## config.mk

```make
export PLATFORM = sky130hd
export DESIGN_NAME = wit_top
export DESIGN_NICKNAME = d
export VERILOG_FILES = /design/src/wit_sync.v /design/src/wit_top.v
export VERILOG_INCLUDE_DIRS = /design/src
export SDC_FILE = /design/constraint.sdc
export NUM_CORES = 1
export LEC_CHECK = 0
export ABC_CLOCK_PERIOD_IN_PS = 5700
export BUFFER_PORTS_ARGS = -buffer_cell sky130_fd_sc_hd__buf_2
export CORE_AREA = 8 8 108 110
export CTS_CLUSTER_DIAMETER = 50
export DETAILED_ROUTE_END_ITERATION = 10
export DIE_AREA = 0 0 116 118
export MAX_ROUTING_LAYER = met4
export PLACE_DENSITY = 0.62
export SLEW_MARGIN = 40
export SYNTH_ARGS = -nofsm -noshare
export SYNTH_HDL_FRONTEND = slang
export SYNTH_SLANG_ARGS = --single-unit
```

## constraint.sdc

```tcl
create_clock -name aclk -period 5.7 [get_ports aclk]
set_input_delay 0.855 -clock aclk [delete_from_list [all_inputs] [get_ports aclk]]
set_output_delay 0.855 -clock aclk [all_outputs]
set_load 0.05 [all_outputs]
```

## src/wit_regs.vh

```
// Register map, field layout and constants of the watchdog / interval timer.
// Assumes inclusion by the timer design files and the testbench; holds definitions only.
`ifndef WIT_REGS_VH
`define WIT_REGS_VH

// Register indices; byte address is four times the index
`define WIT_IDX_CTRL      10'h0c9
`define WIT_IDX_STAT      10'h0ca
`define WIT_IDX_MASK      10'h0cb

// Control register field positions
`define WIT_CLR_HI        7
`define WIT_CLR_LO        4
`define WIT_EN_BIT        3
`define WIT_MODE_BIT      2
`define WIT_INT_HI        1
`define WIT_INT_LO        0

// Clear sequence codes
`define WIT_CODE_FIRST    4'ha
`define WIT_CODE_SECOND   4'h5

// Reset values
`define WIT_CTRL_RST      8'h00
`define WIT_CLR_RST       4'h0
`define WIT_MASK_RST      1'h0
`define WIT_CNT_RST       15'h0000

// Mode bit values
`define WIT_MODE_WDOG     1'h0
`define WIT_MODE_TIMER    1'h1

// Interval select codes and counts in low-speed periods
`define WIT_INT_SEL0      2'h0
`define WIT_INT_SEL1      2'h1
`define WIT_INT_SEL2      2'h2
`define WIT_IVL_SEL0      16'h8000
`define WIT_IVL_SEL1      16'h2000
`define WIT_IVL_SEL2      16'h0200
`define WIT_IVL_SEL3      16'h0040

// Status bit position of the timer flag
`define WIT_STAT_FLAG     0

// AXI responses
`define WIT_RESP_OKAY     2'h0
`define WIT_RESP_SLVERR   2'h2

`endif

```

## src/wit_sync.v

```verilog
// Three-flop synchroniser with change detection for one asynchronous input.
// Assumes the input is slow compared with aclk; a change counts once the
// second and third stages agree.
`timescale 1ns/1ns
`default_nettype none

module wit_sync (
   input  wire aclk,
   input  wire aresetn,
   input  wire async_in,
   output reg  level_q,
   output reg  rise_q,
   output reg  change_q
);

   reg s1_q;   // First stage, read only by the second
   reg s2_q;   // Second stage
   reg s3_q;   // Third stage

   // Shift chain and filtered level
   always @(posedge aclk) begin
      if (!aresetn) begin
         s1_q     <= 1'b0;
         s2_q     <= 1'b0;
         s3_q     <= 1'b0;
         level_q  <= 1'b0;
         rise_q   <= 1'b0;
         change_q <= 1'b0;
      end else begin
         s1_q     <= async_in;
         s2_q     <= s1_q;
         s3_q     <= s2_q;
         rise_q   <= 1'b0;
         change_q <= 1'b0;
         // Accept a new level only when stages two and three agree
         if ((s2_q == s3_q) && (s3_q != level_q)) begin
            level_q  <= s3_q;
            rise_q   <= s3_q;
            change_q <= 1'b1;
         end
      end
   end

endmodule // wit_sync

`default_nettype wire

```

## src/wit_top.v

```verilog
// Watchdog and interval timer with an AXI4-Lite register slave.
// Assumes lsclk_in is a free-running low-speed oscillator far slower than
// aclk; the system reset request is cleared only by aresetn.
//
// Overview of operation
// RL1: Code 1010 then 0101 clears the counter.
// RL2: Second code must come within half period.
// RL3: Clear field writes ignored while disabled.
// RL4: Enable bit one starts counter incrementing.
// RL5: Timer mode: enable zero stops counter.
// RL6: Watchdog mode: enable zero has no effect.
// RL7: Interval select picks 32768, 8192, 512, 64.
// RL8: Mode zero watchdog, mode one timer.
// RL9: After reset disabled, all fields zero.
// RL10: Watchdog timeout asserts system reset request.
// RL11: Timer timeout sets flag, interrupt if enabled.
// RL12: Low-speed clock synchronised safely into system domain.
`timescale 1ns/1ns
`default_nettype none
`include "wit_regs.vh"

module wit_top #(
   parameter CNT_W  = 15,   // Counter width
   parameter ADDR_W = 12    // AXI address width
) (
   input  wire              aclk,
   input  wire              aresetn,
   input  wire              lsclk_in,
   input  wire [ADDR_W-1:0] s_axi_awaddr,
   input  wire              s_axi_awvalid,
   output reg               s_axi_awready,
   input  wire [31:0]       s_axi_wdata,
   input  wire [3:0]        s_axi_wstrb,
   input  wire              s_axi_wvalid,
   output reg               s_axi_wready,
   output reg  [1:0]        s_axi_bresp,
   output reg               s_axi_bvalid,
   input  wire              s_axi_bready,
   input  wire [ADDR_W-1:0] s_axi_araddr,
   input  wire              s_axi_arvalid,
   output reg               s_axi_arready,
   output reg  [31:0]       s_axi_rdata,
   output reg  [1:0]        s_axi_rresp,
   output reg               s_axi_rvalid,
   input  wire              s_axi_rready,
   output reg               irq_q,
   output reg               sys_reset_req_q
);

   // Timeout count for an interval select code
   // The counts are compared against the counter plus one, so the
   // timeout falls on the low-speed rise that completes the interval.
   // Three two-bit codes are listed; the default branch takes the fourth and keeps the
   // decode total so that no latch-like hold can appear.
   function [15:0] ivl_count;
      input [1:0] sel;
      begin
         case (sel)
            `WIT_INT_SEL0: ivl_count = `WIT_IVL_SEL0;
            `WIT_INT_SEL1: ivl_count = `WIT_IVL_SEL1;
            `WIT_INT_SEL2: ivl_count = `WIT_IVL_SEL2;
            default:       ivl_count = `WIT_IVL_SEL3;
         endcase
      end
   endfunction

   // Register index of a byte address
   // Word addresses are decoded; the two low address bits are
   // dropped, so byte offsets inside a word alias one register.
   function [9:0] reg_index;
      input [ADDR_W-1:0] addr;
      begin
         reg_index = addr[11:2];
      end
   endfunction

   // Control register fields
   reg [3:0]       clr_q;      // Last accepted clear code
   reg             en_q;       // Timer enabled
   reg             mode_q;     // Watchdog or timer mode
   reg [1:0]       ivl_q;      // Interval select
   // Counter and clear sequence state
   reg [CNT_W-1:0] cnt_q;      // Low-speed period counter
   reg             armed_q;    // First clear code seen
   // Interrupt registers
   reg             flag_q;     // Sticky timer flag
   reg             mask_q;     // Interrupt enable
   // AXI write holding
   reg             aw_have_q;  // Address held
   reg [ADDR_W-1:0] aw_addr_q; // Held write address
   reg             w_have_q;   // Data held
   reg [31:0]      w_data_q;   // Held write data
   reg [3:0]       w_strb_q;   // Held byte enables

   // Low-speed clock level and edges
   wire ls_rise;
   wire ls_change;
   wire ls_level;

   // Bring the oscillator into the aclk domain
   // The oscillator is sampled, not used as a clock, so the block stays
   // in one clock domain and no control word has to cross into a slow
   // domain. The price: each oscillator phase must last several aclk
   // periods, at least two of them, or level changes are missed.
   wit_sync u_ls_sync (                                     // RL12
      .aclk     (aclk),
      .aresetn  (aresetn),
      .async_in (lsclk_in),
      .level_q  (ls_level),
      .rise_q   (ls_rise),
      .change_q (ls_change)
   );

   // Write decode
   // A write is performed once both halves are held and no response is
   // waiting, so at most one write is in flight at any time.
   // Only byte lane zero carries register bits; other lanes are dropped.
   wire        wr_fire  = aw_have_q && w_have_q && !s_axi_bvalid;
   wire [9:0]  wr_idx   = reg_index(aw_addr_q);
   wire        wr_ctrl  = wr_fire && (wr_idx == `WIT_IDX_CTRL) && w_strb_q[0];
   wire        wr_mask  = wr_fire && (wr_idx == `WIT_IDX_MASK) && w_strb_q[0];
   wire        wr_known = (wr_idx == `WIT_IDX_CTRL) || (wr_idx == `WIT_IDX_STAT) ||
                          (wr_idx == `WIT_IDX_MASK);
   wire [7:0]  wbyte    = w_data_q[7:0];
   wire [3:0]  wclr     = wbyte[`WIT_CLR_HI:`WIT_CLR_LO];

   // Read decode
   // The read address is decoded straight from the bus because it is
   // taken and answered at the same edge; a status read clears the flag.
   wire        rd_fire  = s_axi_arvalid && s_axi_arready;
   wire [9:0]  rd_idx   = reg_index(s_axi_araddr);
   wire        rd_stat  = rd_fire && (rd_idx == `WIT_IDX_STAT);

   // Clear sequence decode; codes only count while enabled
   // A disabled timer neither stores the clear field nor arms on it,
   // so stray codes written before enabling cannot start a sequence.
   wire clr_first  = wr_ctrl && en_q && (wclr == `WIT_CODE_FIRST);   // RL3
   wire clr_second = wr_ctrl && en_q && armed_q &&
                     (wclr == `WIT_CODE_SECOND);                     // RL1
   // Timer mode also clears on a one in the lowest clear bit
   wire clr_timer  = wr_ctrl && en_q && (mode_q == `WIT_MODE_TIMER) &&
                     wbyte[`WIT_CLR_LO];
   wire cnt_clear  = clr_second || clr_timer;

   // Enable and mode write decode
   // Once the watchdog runs it cannot be stopped or switched to timer
   // mode; only a system reset releases this lock.
   wire wdog_lock  = en_q && (mode_q == `WIT_MODE_WDOG);             // RL6
   wire en_set     = wr_ctrl && wbyte[`WIT_EN_BIT];                  // RL4
   wire en_drop    = wr_ctrl && !wbyte[`WIT_EN_BIT] && !wdog_lock;   // RL5
   wire en_start   = en_set && !en_q;

   // Timeout: next count reaches the selected interval
   // The sum is one bit wider than the counter so that the longest
   // interval is reached without the counter wrapping first.
   wire [15:0] cnt_next = {{(16-CNT_W){1'b0}}, cnt_q} + 16'h0001;
   wire        timeout  = en_q && ls_rise && (cnt_next == ivl_count(ivl_q)); // RL7

   // Control register fields and clear arming
   // The interval field stays writable in both modes; software should
   // follow an interval change with a clear, or a shorter new limit
   // may already lie behind the current count.
   always @(posedge aclk) begin
      if (!aresetn) begin                                   // RL9
         clr_q   <= `WIT_CLR_RST;
         en_q    <= 1'b0;
         mode_q  <= `WIT_MODE_WDOG;
         ivl_q   <= `WIT_INT_SEL0;
         armed_q <= 1'b0;
      end else begin
         if (wr_ctrl) begin
            // Interval is always writable
            ivl_q <= wbyte[`WIT_INT_HI:`WIT_INT_LO];
            // Mode is frozen once the watchdog runs
            if (!wdog_lock) begin
               mode_q <= wbyte[`WIT_MODE_BIT];              // RL8
            end
            // Enable sets on one, drops only outside watchdog lock
            if (en_set) begin
               en_q <= 1'b1;                                // RL4
            end else if (en_drop) begin
               en_q <= 1'b0;                                // RL5
            end
            // Clear field stores only while enabled
            if (en_q) begin
               clr_q <= wclr;                               // RL3
            end
         end
         // Arm on first code, disarm on any other control write
         if (clr_first) begin
            armed_q <= 1'b1;                                // RL1
         end else if (wr_ctrl) begin
            armed_q <= 1'b0;
         end else if (ls_change || !en_q) begin
            // Any low-speed level change ends the half-period window
            armed_q <= 1'b0;                                // RL2
         end
      end
   end

   // Low-speed period counter
   // A clear and a timeout in one cycle resolve to the clear, so a
   // sequence completed just in time never raises a reset request.
   always @(posedge aclk) begin
      if (!aresetn) begin
         cnt_q <= `WIT_CNT_RST;
      end else if (en_start || cnt_clear) begin
         // Restart from zero on enable or completed clear
         cnt_q <= `WIT_CNT_RST;                             // RL1
      end else if (timeout) begin
         // Wrap after each interval
         cnt_q <= `WIT_CNT_RST;
      end else if (en_q && ls_rise) begin
         // Count one low-speed period
         cnt_q <= cnt_next[CNT_W-1:0];                      // RL4
      end
   end

   // System reset request, held until the system reset arrives
   // Sticky on purpose: the system reset it causes is what ends it,
   // so the request cannot be lost before it has been acted on.
   always @(posedge aclk) begin
      if (!aresetn) begin
         sys_reset_req_q <= 1'b0;
      end else if (timeout && !cnt_clear && (mode_q == `WIT_MODE_WDOG)) begin
         sys_reset_req_q <= 1'b1;                           // RL10
      end
   end

   // Sticky timer flag; a timeout wins over a status read
   // An event that meets a read already under way is kept for the
   // next read rather than silently dropped.
   always @(posedge aclk) begin
      if (!aresetn) begin
         flag_q <= 1'b0;
      end else if (timeout && !cnt_clear && (mode_q == `WIT_MODE_TIMER)) begin
         flag_q <= 1'b1;                                    // RL11
      end else if (rd_stat) begin
         flag_q <= 1'b0;
      end
   end

   // Interrupt mask register
   always @(posedge aclk) begin
      if (!aresetn) begin
         mask_q <= `WIT_MASK_RST;
      end else if (wr_mask) begin
         mask_q <= w_data_q[`WIT_STAT_FLAG];
      end
   end

   // Level interrupt from unmasked flag
   // Registered, so it trails the flag by one cycle.
   always @(posedge aclk) begin
      if (!aresetn) begin
         irq_q <= 1'b0;
      end else begin
         irq_q <= flag_q && mask_q;                         // RL11
      end
   end

   // Write address channel: take and hold one address
   // Address and data may arrive in either order; each waits in its
   // own holding register until the other half has come.
   always @(posedge aclk) begin
      if (!aresetn) begin
         aw_have_q     <= 1'b0;
         aw_addr_q     <= {ADDR_W{1'b0}};
         s_axi_awready <= 1'b0;
      end else begin
         if (s_axi_awvalid && s_axi_awready) begin
            aw_have_q <= 1'b1;
            aw_addr_q <= s_axi_awaddr;
         end else if (wr_fire) begin
            aw_have_q <= 1'b0;
         end
         // Ready only while nothing is held or pending
         s_axi_awready <= !aw_have_q && !(s_axi_awvalid && s_axi_awready) &&
                          !s_axi_bvalid && !wr_fire;
      end
   end

   // Write data channel: take and hold one word
   always @(posedge aclk) begin
      if (!aresetn) begin
         w_have_q     <= 1'b0;
         w_data_q     <= 32'h0000_0000;
         w_strb_q     <= 4'h0;
         s_axi_wready <= 1'b0;
      end else begin
         if (s_axi_wvalid && s_axi_wready) begin
            w_have_q <= 1'b1;
            w_data_q <= s_axi_wdata;
            w_strb_q <= s_axi_wstrb;
         end else if (wr_fire) begin
            w_have_q <= 1'b0;
         end
         s_axi_wready <= !w_have_q && !(s_axi_wvalid && s_axi_wready) &&
                         !s_axi_bvalid && !wr_fire;
      end
   end

   // Write response, one cycle after both halves are held
   // The response stands until bready; new writes wait until then.
   always @(posedge aclk) begin
      if (!aresetn) begin
         s_axi_bvalid <= 1'b0;
         s_axi_bresp  <= `WIT_RESP_OKAY;
      end else if (wr_fire) begin
         s_axi_bvalid <= 1'b1;
         s_axi_bresp  <= wr_known ? `WIT_RESP_OKAY : `WIT_RESP_SLVERR;
      end else if (s_axi_bready) begin
         s_axi_bvalid <= 1'b0;
      end
   end

   // Read channel: one read at a time, data registered
   // arready drops for the cycle after a take and while data waits.
   always @(posedge aclk) begin
      if (!aresetn) begin
         s_axi_arready <= 1'b0;
         s_axi_rvalid  <= 1'b0;
         s_axi_rdata   <= 32'h0000_0000;
         s_axi_rresp   <= `WIT_RESP_OKAY;
      end else begin
         s_axi_arready <= !s_axi_rvalid && !rd_fire;
         if (rd_fire) begin
            s_axi_rvalid <= 1'b1;
            s_axi_rresp  <= `WIT_RESP_OKAY;
            case (rd_idx)
               `WIT_IDX_CTRL: s_axi_rdata <= {24'h000000, clr_q, en_q, mode_q, ivl_q};
               `WIT_IDX_STAT: s_axi_rdata <= {31'h00000000, flag_q};
               `WIT_IDX_MASK: s_axi_rdata <= {31'h00000000, mask_q};
               default: begin
                  s_axi_rdata <= 32'h0000_0000;
                  s_axi_rresp <= `WIT_RESP_SLVERR;
               end
            endcase
         end else if (s_axi_rready) begin
            s_axi_rvalid <= 1'b0;
         end
      end
   end

endmodule // wit_top

`default_nettype wire

```

==> impl_metrics.env, run 1 <==
export IMPL_outcome="completed"
export IMPL_required_ns=5.90
export IMPL_cts_reportedPaths_clkPinSlew_ns=0.08
export IMPL_powerDensity_nw_per_um2=281.6
export IMPL_drtAntennaViolNets=0
export IMPL_yosysUniqueCellTypes=50
export IMPL_post_dp_hpwl_mm=5.497
export IMPL_gr_total_overflow=0
export IMPL_grt_first_pass_wirelength_mm=12.41
export IMPL_grt_max_degree=38
export IMPL_cp_startpoint="cnt_q[0]"
export IMPL_synth_enable_flop_cells=0
export IMPL_switching_power_w=0.0002789
export IMPL_viasPerCell=4.667
export IMPL_finalSetupViolCount=0
export IMPL_pin_count=111
export IMPL_drt_wl_total_mm=7.307
export IMPL_synth_area_leaders="dfxtp_1 (43%), nand2_1 (8.0%), a21oi_1 (6.2%)"
export IMPL_yosysTopAreaCell="dfxtp_1"
export IMPL_cts_buffers=9
export IMPL_cts_resized=0
export IMPL_min_period_ns=2.360
export IMPL_die_h_um=118
export IMPL_synth_area_um2=3229
export IMPL_hold_slack_ns=0.4395
export IMPL_syn_area_per_cell_um2=8.238
export IMPL_asyncSetResetFlopFracSynth_pct=0
export IMPL_core_um2=10000
export IMPL_holdBufCountCts=0
export IMPL_cp_arrival_ns=2.56
export IMPL_end_kind="register"
export IMPL_routedWlPerCell_um=12.60
export IMPL_final_cells=580
export IMPL_cp_start_kind="register"
export IMPL_setup_tns_ns=0
export IMPL_fp_row_count=37
export IMPL_drt_iter0_markers=122
export IMPL_r2r_start="cnt_q[0]"
export IMPL_clock_root_buffer="clkbuf_8"
export IMPL_crit_path_max_fanout=9
export IMPL_final_nets=509
export IMPL_yosysWarningCount=0
export IMPL_tightest_slew_ns=0.6759
export IMPL_leakagePower_nw=1.420
export IMPL_post_route_cell_area_um2=3722
export IMPL_combPwrFrac_pct=9.3
export IMPL_crit_type="reg -> reg"
export IMPL_p_int_w=0.0007692
export IMPL_grt_use_total_pct=11.41
export IMPL_drv_slew=0
export IMPL_synthToLayoutAreaGrowth_pct=15.27
export IMPL_dr_pass1_iters=4
export IMPL_yosysMostFrequentCell="dfxtp_1"
export IMPL_ys_flop_type="dfxtp_1"
export IMPL_switching_share_pct=26.61
export IMPL_clockPowerShare_pct=42.1
export IMPL_die_x_um=116
export IMPL_clockBufferDepth=2
export IMPL_yosys_area_top_type_share_pct=43.39
export IMPL_ff2ff_setup_slack_ns=3.34
export IMPL_dp_cells=564
export IMPL_cts_tree="yes"
export IMPL_vias=2707
export IMPL_timing_fmax_mhz=423.7
export IMPL_place_port_buffers=53
export IMPL_synthTopCellsByCount="dfxtp_1 (70), nand2_1 (69), a21oi_1 (40)"
export IMPL_power_frac_seq_pct=48.6
export IMPL_ys_seq_elements=70
export IMPL_slew_headroom_pct=54.93
export IMPL_worstHoldPathType="reg -> reg"
export IMPL_preCtsSetupSlack_ns=3.338
export IMPL_ys_seq_area_share_pct=43.39
export IMPL_drc=0
export IMPL_cts_max_level=3
export IMPL_dieArea_um2=13690
export IMPL_cts_sinks=70
export IMPL_fin_worst_skew_ns=0.008295
export IMPL_drive_gt1_share_pct=18.02
export IMPL_ir_drop_v=0.0001409
export IMPL_rsz0062_at_grt="false"
export IMPL_finalHoldViolCount=0
export IMPL_min_delay_start="s_axi_rvalid"
export IMPL_antenna_cells=0
export IMPL_grt_pass1_vias=2693
export IMPL_insertion_delay_ns=0.35
export IMPL_gp_congestion=0.8216
export IMPL_start_util_pct=32.29
export IMPL_min_period_over_period_pct=41.41
export IMPL_max_cap_violations=0
export IMPL_placed_cell_area_um2=3501
export IMPL_syn_inst=392
export IMPL_postCtsSetupBuffers=0
export IMPL_setup_ws_ns=3.340
export IMPL_antenna_found_initial=0
## flip-flops by register name, indices dropped and copies added, names as in the netlist, 2 cells and up
name         flops
clr_q            4
ivl_q            2
s_axi_rdata      8
cnt_q           15
w_data_q         8
aw_addr_q       10
## layout by cell type, fill, tap and decap left out, types with 8 or more instances in the layout
master     n
a22o_1     8
dfxtp_1   70
buf_2     53
nand2_1   69
nor2_1    26
a21oi_1   40
nor3_1    18
nand3_1   19
clkbuf_8   9
xnor2_1   14
conb_1    26
## power by group through the flow
stage,Combinational [W],Clock (W),Sequential (W)
floorplan,0.0000777,0,0.000530
global placement,0.0000968,0,0.000520
detailed placement,0.0000973,0,0.000521
CTS,0.0000975,0.000452,0.000509
global route,0.000106,0.000481,0.000511
finish,0.0000978,0.000441,0.000509
## worst paths after layout
path,endpoint,depth (start not counted)
setup / recovery,cnt_q[9],7
hold / removal,s_axi_arready,1
setup reg to reg,cnt_q[9],7
hold reg to reg,s_axi_arready,1
## cell families after synthesis
kind of cell / after synthesis / share of synthesized area, %
xor gates and xnor gates: 21 / 5.696
adders and majority gates: 2 / 0.7748
AOI/OAI and AO/OA: 70 / 13.21
buffers and inverters: 48 / 8.795
and+or+nand+nor: 178 / 27.35
other: 1 / 0.1161
muxes: 2 / 0.6586
DFF: 70 / 43.39
## cell type report
class / count / area, um2
Fill cell: 1076 / 6277
Multi-Input combinational cell: 299 / 1638
Sequential cell: 70 / 1401
Timing Repair Buffer: 54 / 272.8
Tap cell: 136 / 170.2
Clock buffer: 9 / 123.9
Clock inverter: 7 / 97.59
Inverter: 5 / 18.77
## through the flow
stage                      power, W  util, %
after global routing       0.001097    37.22
after floorplan           0.0006075        -
final                      0.001048    37.22
after global placement    0.0006167    35.01
after CTS                  0.001059    37.22
after detailed placement  0.0006179    35.01
## routing by layer
metal	share of wire (%)	global-route usage [%]	wire (um)
met3	4.2	2.873	307
met2	45	16.96	3301
met1	49	14.13	3564
met5	0	-	0
met4	1.8	5.191	134
## critical path, stage by stage, from the launching register on
cell	delay, ns
dfxtp_1	0.44
ha_1	0.30
nand3_2	0.20
or3_2	0.51
o21ai_2	0.17
nand3_1	0.11
nor3_2	0.39
nor3_1	0.10
Power figures use the tool's default switching activity.
==> inputs of run 2 (changes only) <==
--- a/config.mk
+++ b/config.mk
@@ -6,14 +6,14 @@
 export SDC_FILE = /design/constraint.sdc
 export NUM_CORES = 1
 export LEC_CHECK = 0
-export ABC_CLOCK_PERIOD_IN_PS = 5700
+export ABC_CLOCK_PERIOD_IN_PS = 2000
 export BUFFER_PORTS_ARGS = -buffer_cell sky130_fd_sc_hd__buf_2
 export CORE_AREA = 8 8 108 110
 export CTS_CLUSTER_DIAMETER = 50
 export DETAILED_ROUTE_END_ITERATION = 10
 export DIE_AREA = 0 0 116 118
 export MAX_ROUTING_LAYER = met4
-export PLACE_DENSITY = 0.62
+export PLACE_DENSITY = 0.64
 export SLEW_MARGIN = 40
 export SYNTH_ARGS = -nofsm -noshare
 export SYNTH_HDL_FRONTEND = slang
==> constraint.sdc (replaced) <==
create_clock -name aclk -period 2 [get_ports aclk]
set_input_delay 0.3 -clock aclk [delete_from_list [all_inputs] [get_ports aclk]]
set_output_delay 0.3 -clock aclk [all_outputs]
set_load 0.05 [all_outputs]
==> run 2 against run 1 <==
  * Die area unchanged
  * Worst hold slack worse by 0.27 ns
  * Clock skew up 0.0015 ns
  * Sequential share of layout area down 2.0 points
  * Cell area up 6.1%
  * Critical endpoint is now cnt_q[13]
==> impl_metrics.env, run 2 (synthesis results as in run 1) <==
export IMPL_cts_buffers=9
export IMPL_place_port_buffers=53
export IMPL_drv_slew=0
export IMPL_synthToLayoutAreaGrowth_pct=22.28
export IMPL_worstHoldPathType="in -> reg"
export IMPL_insertion_delay_ns=0.34
export IMPL_final_cell_mix="nand2_1 (68), dfxtp_1 (66), buf_2 (53)"
export IMPL_timing_fmax_mhz=525.0
export IMPL_crit_type="reg -> reg"
export IMPL_hold_end="u_ls_sync.s1_q"
export IMPL_finalSetupViolCount=0
export IMPL_rsz0062_at_grt="false"
export IMPL_r2r_start="cnt_q[1]"
export IMPL_grt_first_pass_wirelength_mm=13.10
export IMPL_largestRegisters="cnt_q x15, aw_addr_q x10"
export IMPL_end_kind="register"
export IMPL_drt_wl_total_mm=7.683
export IMPL_core_um2=10000
export IMPL_largest_reg_flops=15
export IMPL_seq_area_um2=1406
export IMPL_final_nets=533
export IMPL_dieArea_um2=13690
export IMPL_min_period_ns=1.905
export IMPL_min_delay_start="lsclk_in"
export IMPL_slew_headroom_pct=67.24
export IMPL_finalHoldViolCount=0
export IMPL_ff2ff_setup_slack_ns=0.1
export IMPL_routedWlPerCell_um=12.72
export IMPL_drt_iter0_markers=172
export IMPL_cts_tree="yes"
export IMPL_ir_drop_v=0.0005518
export IMPL_clock_root_buffer="clkbuf_8"
export IMPL_dr_pass1_iters=5
export IMPL_grt_use_total_pct=11.81
export IMPL_clockBufferDepth=2
export IMPL_pin_count=111
export IMPL_grt_max_degree=34
export IMPL_setup_tns_ns=0
export IMPL_grt_pass1_vias=2785
export IMPL_start_util_pct=32.29
export IMPL_die_x_um=116
export IMPL_min_period_over_period_pct=95.25
export IMPL_drc=0
export IMPL_die_h_um=118
export IMPL_fin_worst_skew_ns=0.009811
export IMPL_cts_max_level=3
export IMPL_max_cap_violations=0
export IMPL_vias=2794
export IMPL_post_dp_hpwl_mm=5.797
export IMPL_tightest_slew_ns=0.4853
export IMPL_fp_row_count=37
export IMPL_fillerInstances=1056
export IMPL_drtAntennaViolNets=0
export IMPL_crit_path_max_fanout=5
export IMPL_cts_reportedPaths_clkPinSlew_ns=0.08
export IMPL_layout_commonest_cell="nand2_1"
export IMPL_viasPerCell=4.626
export IMPL_leakagePower_nw=1.542
export IMPL_outcome="completed"
export IMPL_min_path_cells=2
export IMPL_cp_arrival_ns=2.13
export IMPL_cp_start_kind="register"
export IMPL_gr_total_overflow=0
export IMPL_drive_gt1_share_pct=24.15
export IMPL_multi_input_area_um2=1688
export IMPL_power_w=0.002888
export IMPL_top_register="cnt_q"
export IMPL_cts_sinks=70
export IMPL_r2r_end="cnt_q[13]"
export IMPL_r2r_cells=8
export IMPL_powerDensity_nw_per_um2=731.3
export IMPL_antenna_cells=0
export IMPL_required_ns=2.23
export IMPL_post_route_cell_area_um2=3949
export IMPL_placed_cell_area_um2=3694
export IMPL_antenna_found_initial=0
export IMPL_postCtsSetupBuffers=0
export IMPL_gp_congestion=0.8779
run 2: per-stage QoR:
step	util, %	hold slack, ns	setup slack, ns	cells
2_1_floorplan	-	0.4119	0.02756	417
3_3_place_gp	36.94	0.4194	0.05926	588
3_5_place_dp	36.94	0.4303	0.02103	588
4_1_cts	38.99	0.1581	0.006894	604
5_1_grt	39.49	0.1648	0.003062	604
6_report	39.49	0.1653	0.09506	604
run 2: timing repair:
| action | in CTS | in global routing |
|---|---|---|
| resized for setup | 1 | 13 |
| hold buffers | 0 | 0 |
| pin swaps | 1 | 5 |
| endpoints found under the setup margin | 2 | 7 |
run 2: power by group:
| group | switching (W) | internal (W) | total (W) |
|---|---|---|---|
| registers | 0.0000248 | 0.00143 | 0.00145 |
| clock network | 0.000533 | 0.000618 | 0.00115 |
| logic | 0.000219 | 0.0000669 | 0.000286 |
| total | 0.000776 | 0.00211 | 0.00289 |
run 2: how the worst max path moves through the flow:
stage	from	endpoint	slack (ns)	cells after the start
final	cnt_q[1]	cnt_q[13]	0.1	8
after detailed placement	cnt_q[1]	flag_q	0.02	7
after CTS	cnt_q[0]	cnt_q[13]	0.007	8
after floorplan	cnt_q[0]	cnt_q[0]	0.03	7
after global routing	cnt_q[1]	sys_reset_req_q	0.003	7
after global placement	cnt_q[0]	cnt_q[13]	0.06	8
run 2: layout make-up:
cell class | count | share of cell area (%)
Multi-Input combinational cell | 299 | 42.74
Timing Repair Buffer | 78 | 11.79
Inverter | 5 | 0.4753
Sequential cell | 70 | 35.61
Tap cell | 136 | 4.309
Clock inverter | 4 | 1.394
Clock buffer | 12 | 3.676
run 2: critical path, stage by stage (launching register included):
cell     delay (ns)
dfxtp_2        0.34
buf_4          0.15
and3_1         0.18
or4_1          0.42
a21oi_2        0.17
nand3_1        0.10
nor3_2         0.22
buf_4          0.17
nor3_1         0.05
run 2: layer usage:
layer / global-route usage (%) / vias to the layer above / share of wire, %
met5: - / - / 0
met4: 2.433 / 0 / 0.25
li1: - / 1439 / -
met2: 18.91 / 72 / 47
met3: 3.489 / 2 / 5.8
met1: 14.30 / 1281 / 47
==> inputs of run 3 (changes only) <==
--- a/config.mk
+++ b/config.mk
@@ -8,13 +8,14 @@
 export LEC_CHECK = 0
 export ABC_CLOCK_PERIOD_IN_PS = 2000
 export BUFFER_PORTS_ARGS = -buffer_cell sky130_fd_sc_hd__buf_2
-export CORE_AREA = 8 8 108 110
+export CORE_AREA = 8 8 110 112
 export CTS_CLUSTER_DIAMETER = 50
 export DETAILED_ROUTE_END_ITERATION = 10
-export DIE_AREA = 0 0 116 118
+export DIE_AREA = 0 0 118 120
 export MAX_ROUTING_LAYER = met4
-export PLACE_DENSITY = 0.64
-export SLEW_MARGIN = 40
+export PLACE_DENSITY = 0.63
+export SLEW_MARGIN = 20
 export SYNTH_ARGS = -nofsm -noshare
 export SYNTH_HDL_FRONTEND = slang
+export SYNTH_HIERARCHICAL = 1
 export SYNTH_SLANG_ARGS = --single-unit
==> run 3 against run 2 <==
  * The run now ends with negative setup slack left
  * Power down 0.79%
  * Critical endpoint is now cnt_q[0]
  * Critical path depth stayed put
  * Maximum frequency fell by 5.2%
  * Sequential cell count unchanged
  * Combinational power hardly changed
  * Global-route usage shrank 0.32 points
  * Worst hold slack got worse by 0.0054 ns
  * Routed wire length down 0.20%
  * Non-clock buffer count rose by 8
  * Area after synthesis is 2.4% higher
  * First-iteration DRC count decreased by 22%
==> impl_metrics.env, run 3 <==
export IMPL_synth_area_um2=3308
export IMPL_ys_seq_elements=70
export IMPL_crit_family="simple AND/OR/NAND/NOR gates"
export IMPL_fillerInstances=1076
export IMPL_finalSetupViolCount=2
export IMPL_outcome="finished with violations"
export IMPL_place_port_buffers=53
export IMPL_die_x_um=118
export IMPL_core_um2=10510
export IMPL_hold_end="u_ls_sync/s1_q"
export IMPL_yosysTopAreaCell="dfxtp_1"
export IMPL_vias=2835
export IMPL_largestRegisters="cnt_q x15, aw_addr_q x10"
export IMPL_largest_reg_flops=15
export IMPL_post_dp_hpwl_mm=5.932
export IMPL_crit_type="reg -> reg"
export IMPL_cts_sinks=70
export IMPL_grt_use_total_pct=11.50
export IMPL_r2r_start="cnt_q[1]"
export IMPL_r2r_end="cnt_q[0]"
export IMPL_placed_cell_area_um2=3810
export IMPL_yosys_area_top_type_share_pct=42.36
export IMPL_slowest_stage="o31ai_4"
export IMPL_cp_start_kind="register"
export IMPL_finalHoldViolCount=0
export IMPL_fp_row_count=38
export IMPL_ys_seq_area_share_pct=42.36
export IMPL_min_path_cells=2
export IMPL_drt_wl_total_mm=7.668
export IMPL_cts_tree="yes"
export IMPL_drive_gt1_share_pct=26.43
export IMPL_dieArea_um2=14160
export IMPL_ff2ff_setup_slack_ns=-0.009
export IMPL_end_kind="register"
export IMPL_ir_drop_v=0.0002907
export IMPL_cp_common_cell="nand3_2"
export IMPL_cp_arrival_ns=2.23
export IMPL_worstHoldPathType="in -> reg"
export IMPL_slew_headroom_pct=57.12
export IMPL_clockBufferDepth=2
export IMPL_final_nets=539
export IMPL_critPathBufInv=1
export IMPL_powerDensity_nw_per_um2=704.6
export IMPL_synthMuxAreaShare_pct=0.6430
export IMPL_failed_checks="negative setup slack"
export IMPL_preCtsSetupSlack_ns=-0.1522
export IMPL_rsz0062_at_grt="true"
export IMPL_gr_total_overflow=0
export IMPL_synth_enable_flop_cells=0
export IMPL_fin_worst_skew_ns=0.009850
export IMPL_post_route_cell_area_um2=4066
export IMPL_path_depth=8
export IMPL_holdBufCountCts=0
export IMPL_cts_reportedPaths_clkPinSlew_ns=0.07
export IMPL_timing_fmax_mhz=497.8
export IMPL_insertion_delay_ns=0.35
export IMPL_synthTopCellsByCount="dfxtp_1 (70), nand2_1 (68), a21oi_1 (37)"
export IMPL_synth_top_family_by_area="simple AND/OR/NAND/NOR gates"
export IMPL_required_ns=2.22
export IMPL_viasPerCell=4.625
export IMPL_postCtsSetupBuffers=0
export IMPL_syn_area_per_cell_um2=8.396
export IMPL_yosys_area_share_adder_pct=0.7564
export IMPL_min_delay_start="lsclk_in"
export IMPL_fin_util_pct=38.70
export IMPL_antenna_cells=0
export IMPL_routedWlPerCell_um=12.51
export IMPL_cts_buffers=9
export IMPL_die_h_um=120
export IMPL_drtAntennaViolNets=0
export IMPL_ys_flop_type="dfxtp_1"
export IMPL_max_cap_violations=0
export IMPL_tightest_slew_ns=0.6431
export IMPL_drt_iter0_markers=135
export IMPL_synthSimpleGateAreaFrac_pct=26.10
export IMPL_layout_commonest_cell="nand2_1"
export IMPL_asyncSetResetFlopFracSynth_pct=0
export IMPL_synth_compound_area_share_pct=14.64
export IMPL_clock_root_buffer="clkbuf_8"
export IMPL_crit_path_max_fanout=8
export IMPL_synthToLayoutAreaGrowth_pct=22.92
export IMPL_grt_first_pass_wirelength_mm=13.14
export IMPL_gp_congestion=0.8859
export IMPL_critPathMaxStageDelay_ns=0.40
export IMPL_dr_pass1_iters=4
export IMPL_yosysMostFrequentCell="dfxtp_1"
export IMPL_leakagePower_nw=1.579
export IMPL_yosysWarningCount=6
export IMPL_min_period_over_period_pct=100.4
export IMPL_cts_max_level=3
export IMPL_pin_count=111
export IMPL_syn_inst=394
export IMPL_crit_chain="ha_2, nand3_2, buf_6, nor3_1, xnor2_1, nand3_2, o31ai_4, nor2_1"
export IMPL_drc=0
export IMPL_synth_area_leaders="dfxtp_1 (42%), nand2_1 (7.7%), buf_4 (6.8%)"
export IMPL_drv_slew=0
export IMPL_top_register="cnt_q"
export IMPL_r2r_cells=8
export IMPL_hold_slack_ns=0.1598
export IMPL_yosysUniqueCellTypes=56
export IMPL_min_period_ns=2.009
export IMPL_grt_max_degree=35
export IMPL_antenna_found_initial=0
export IMPL_synth_xor_area_share_pct=6.089
export IMPL_setup_ws_ns=-0.008809
export IMPL_start_util_pct=31.48
export IMPL_final_cell_mix="nand2_1 (68), dfxtp_1 (62), buf_2 (53)"
export IMPL_grt_pass1_vias=2824
==> run 3: worst max-delay path by stage <==
stage	endpoint	startpoint	slack, ns
after global placement	cnt_q[6]	cnt_q[1]	-0.12
after global routing	cnt_q[0]	cnt_q[6]	-0.11
after CTS	cnt_q[0]	cnt_q[7]	0.002
after detailed placement	cnt_q[0]	cnt_q[0]	-0.15
final	cnt_q[0]	cnt_q[1]	-0.009
after floorplan	cnt_q[0]	cnt_q[0]	0.02
==> run 3: worst reg2reg max path: stages, from the launching register on <==
cell and delay (ns):
dfxtp_2 0.34, ha_2 0.20, nand3_2 0.13, buf_6 0.17, nor3_1 0.20, xnor2_1 0.23, nand3_2 0.13, o31ai_4 0.40
nor2_1 0.09
==> run 3: what timing repair did <==
item / in CTS / in global routing
setup endpoints to repair: 7 / 7
pin swaps: 6 / 3
gates resized for setup: 16 / 3
==> run 3: stage by stage <==
stage	power [W]	std cells	setup TNS (ns)
after global routing	0.002986	613	-0.3776
final	0.002865	613	-0.009548
after detailed placement	0.001773	598	-0.7673
after floorplan	0.001733	419	0
after global placement	0.001770	598	-0.5623
after CTS	0.002899	613	0
==> run 3: where the power goes <==
group          internal [W]  switching [W]  total (W)  leakage (nW)
combinational     0.0000682       0.000221   0.000289         0.912
sequential          0.00142      0.0000255    0.00145         0.572
clock              0.000604       0.000522    0.00113        0.0948
==> run 3: area by class of cell <==
cell class	count	area, um2	area share, %
Inverter	4	15.01	0.3692
Timing Repair Buffer	86	536.8	13.20
Clock buffer	10	137.6	3.385
Clock inverter	5	58.81	1.446
Tap cell	140	175.2	4.308
Sequential cell	70	1416	34.83
Multi-Input combinational cell	298	1727	42.46
==> run 3: routing by layer <==
metal  part of all wire (%)  up-vias  routed length (um)  track usage [%]
li1                       -     1455                   -                -
met1                     47     1311                3572            13.73
met2                     47       57                3642            17.83
met3                    3.9       12                 301            3.100
met4                    2.0        0                 151            5.284
met5                      0        -                   0                -
==> run 3: cell families after synthesis <==
kind of cell               Yosys count
and+or+nand+nor                    173
AOI/OAI and AO/OA                   72
DFF                                 70
buffers and inverters               51
xor gates and xnor gates            23
adders and majority gates            2
muxes                                2
other                                1
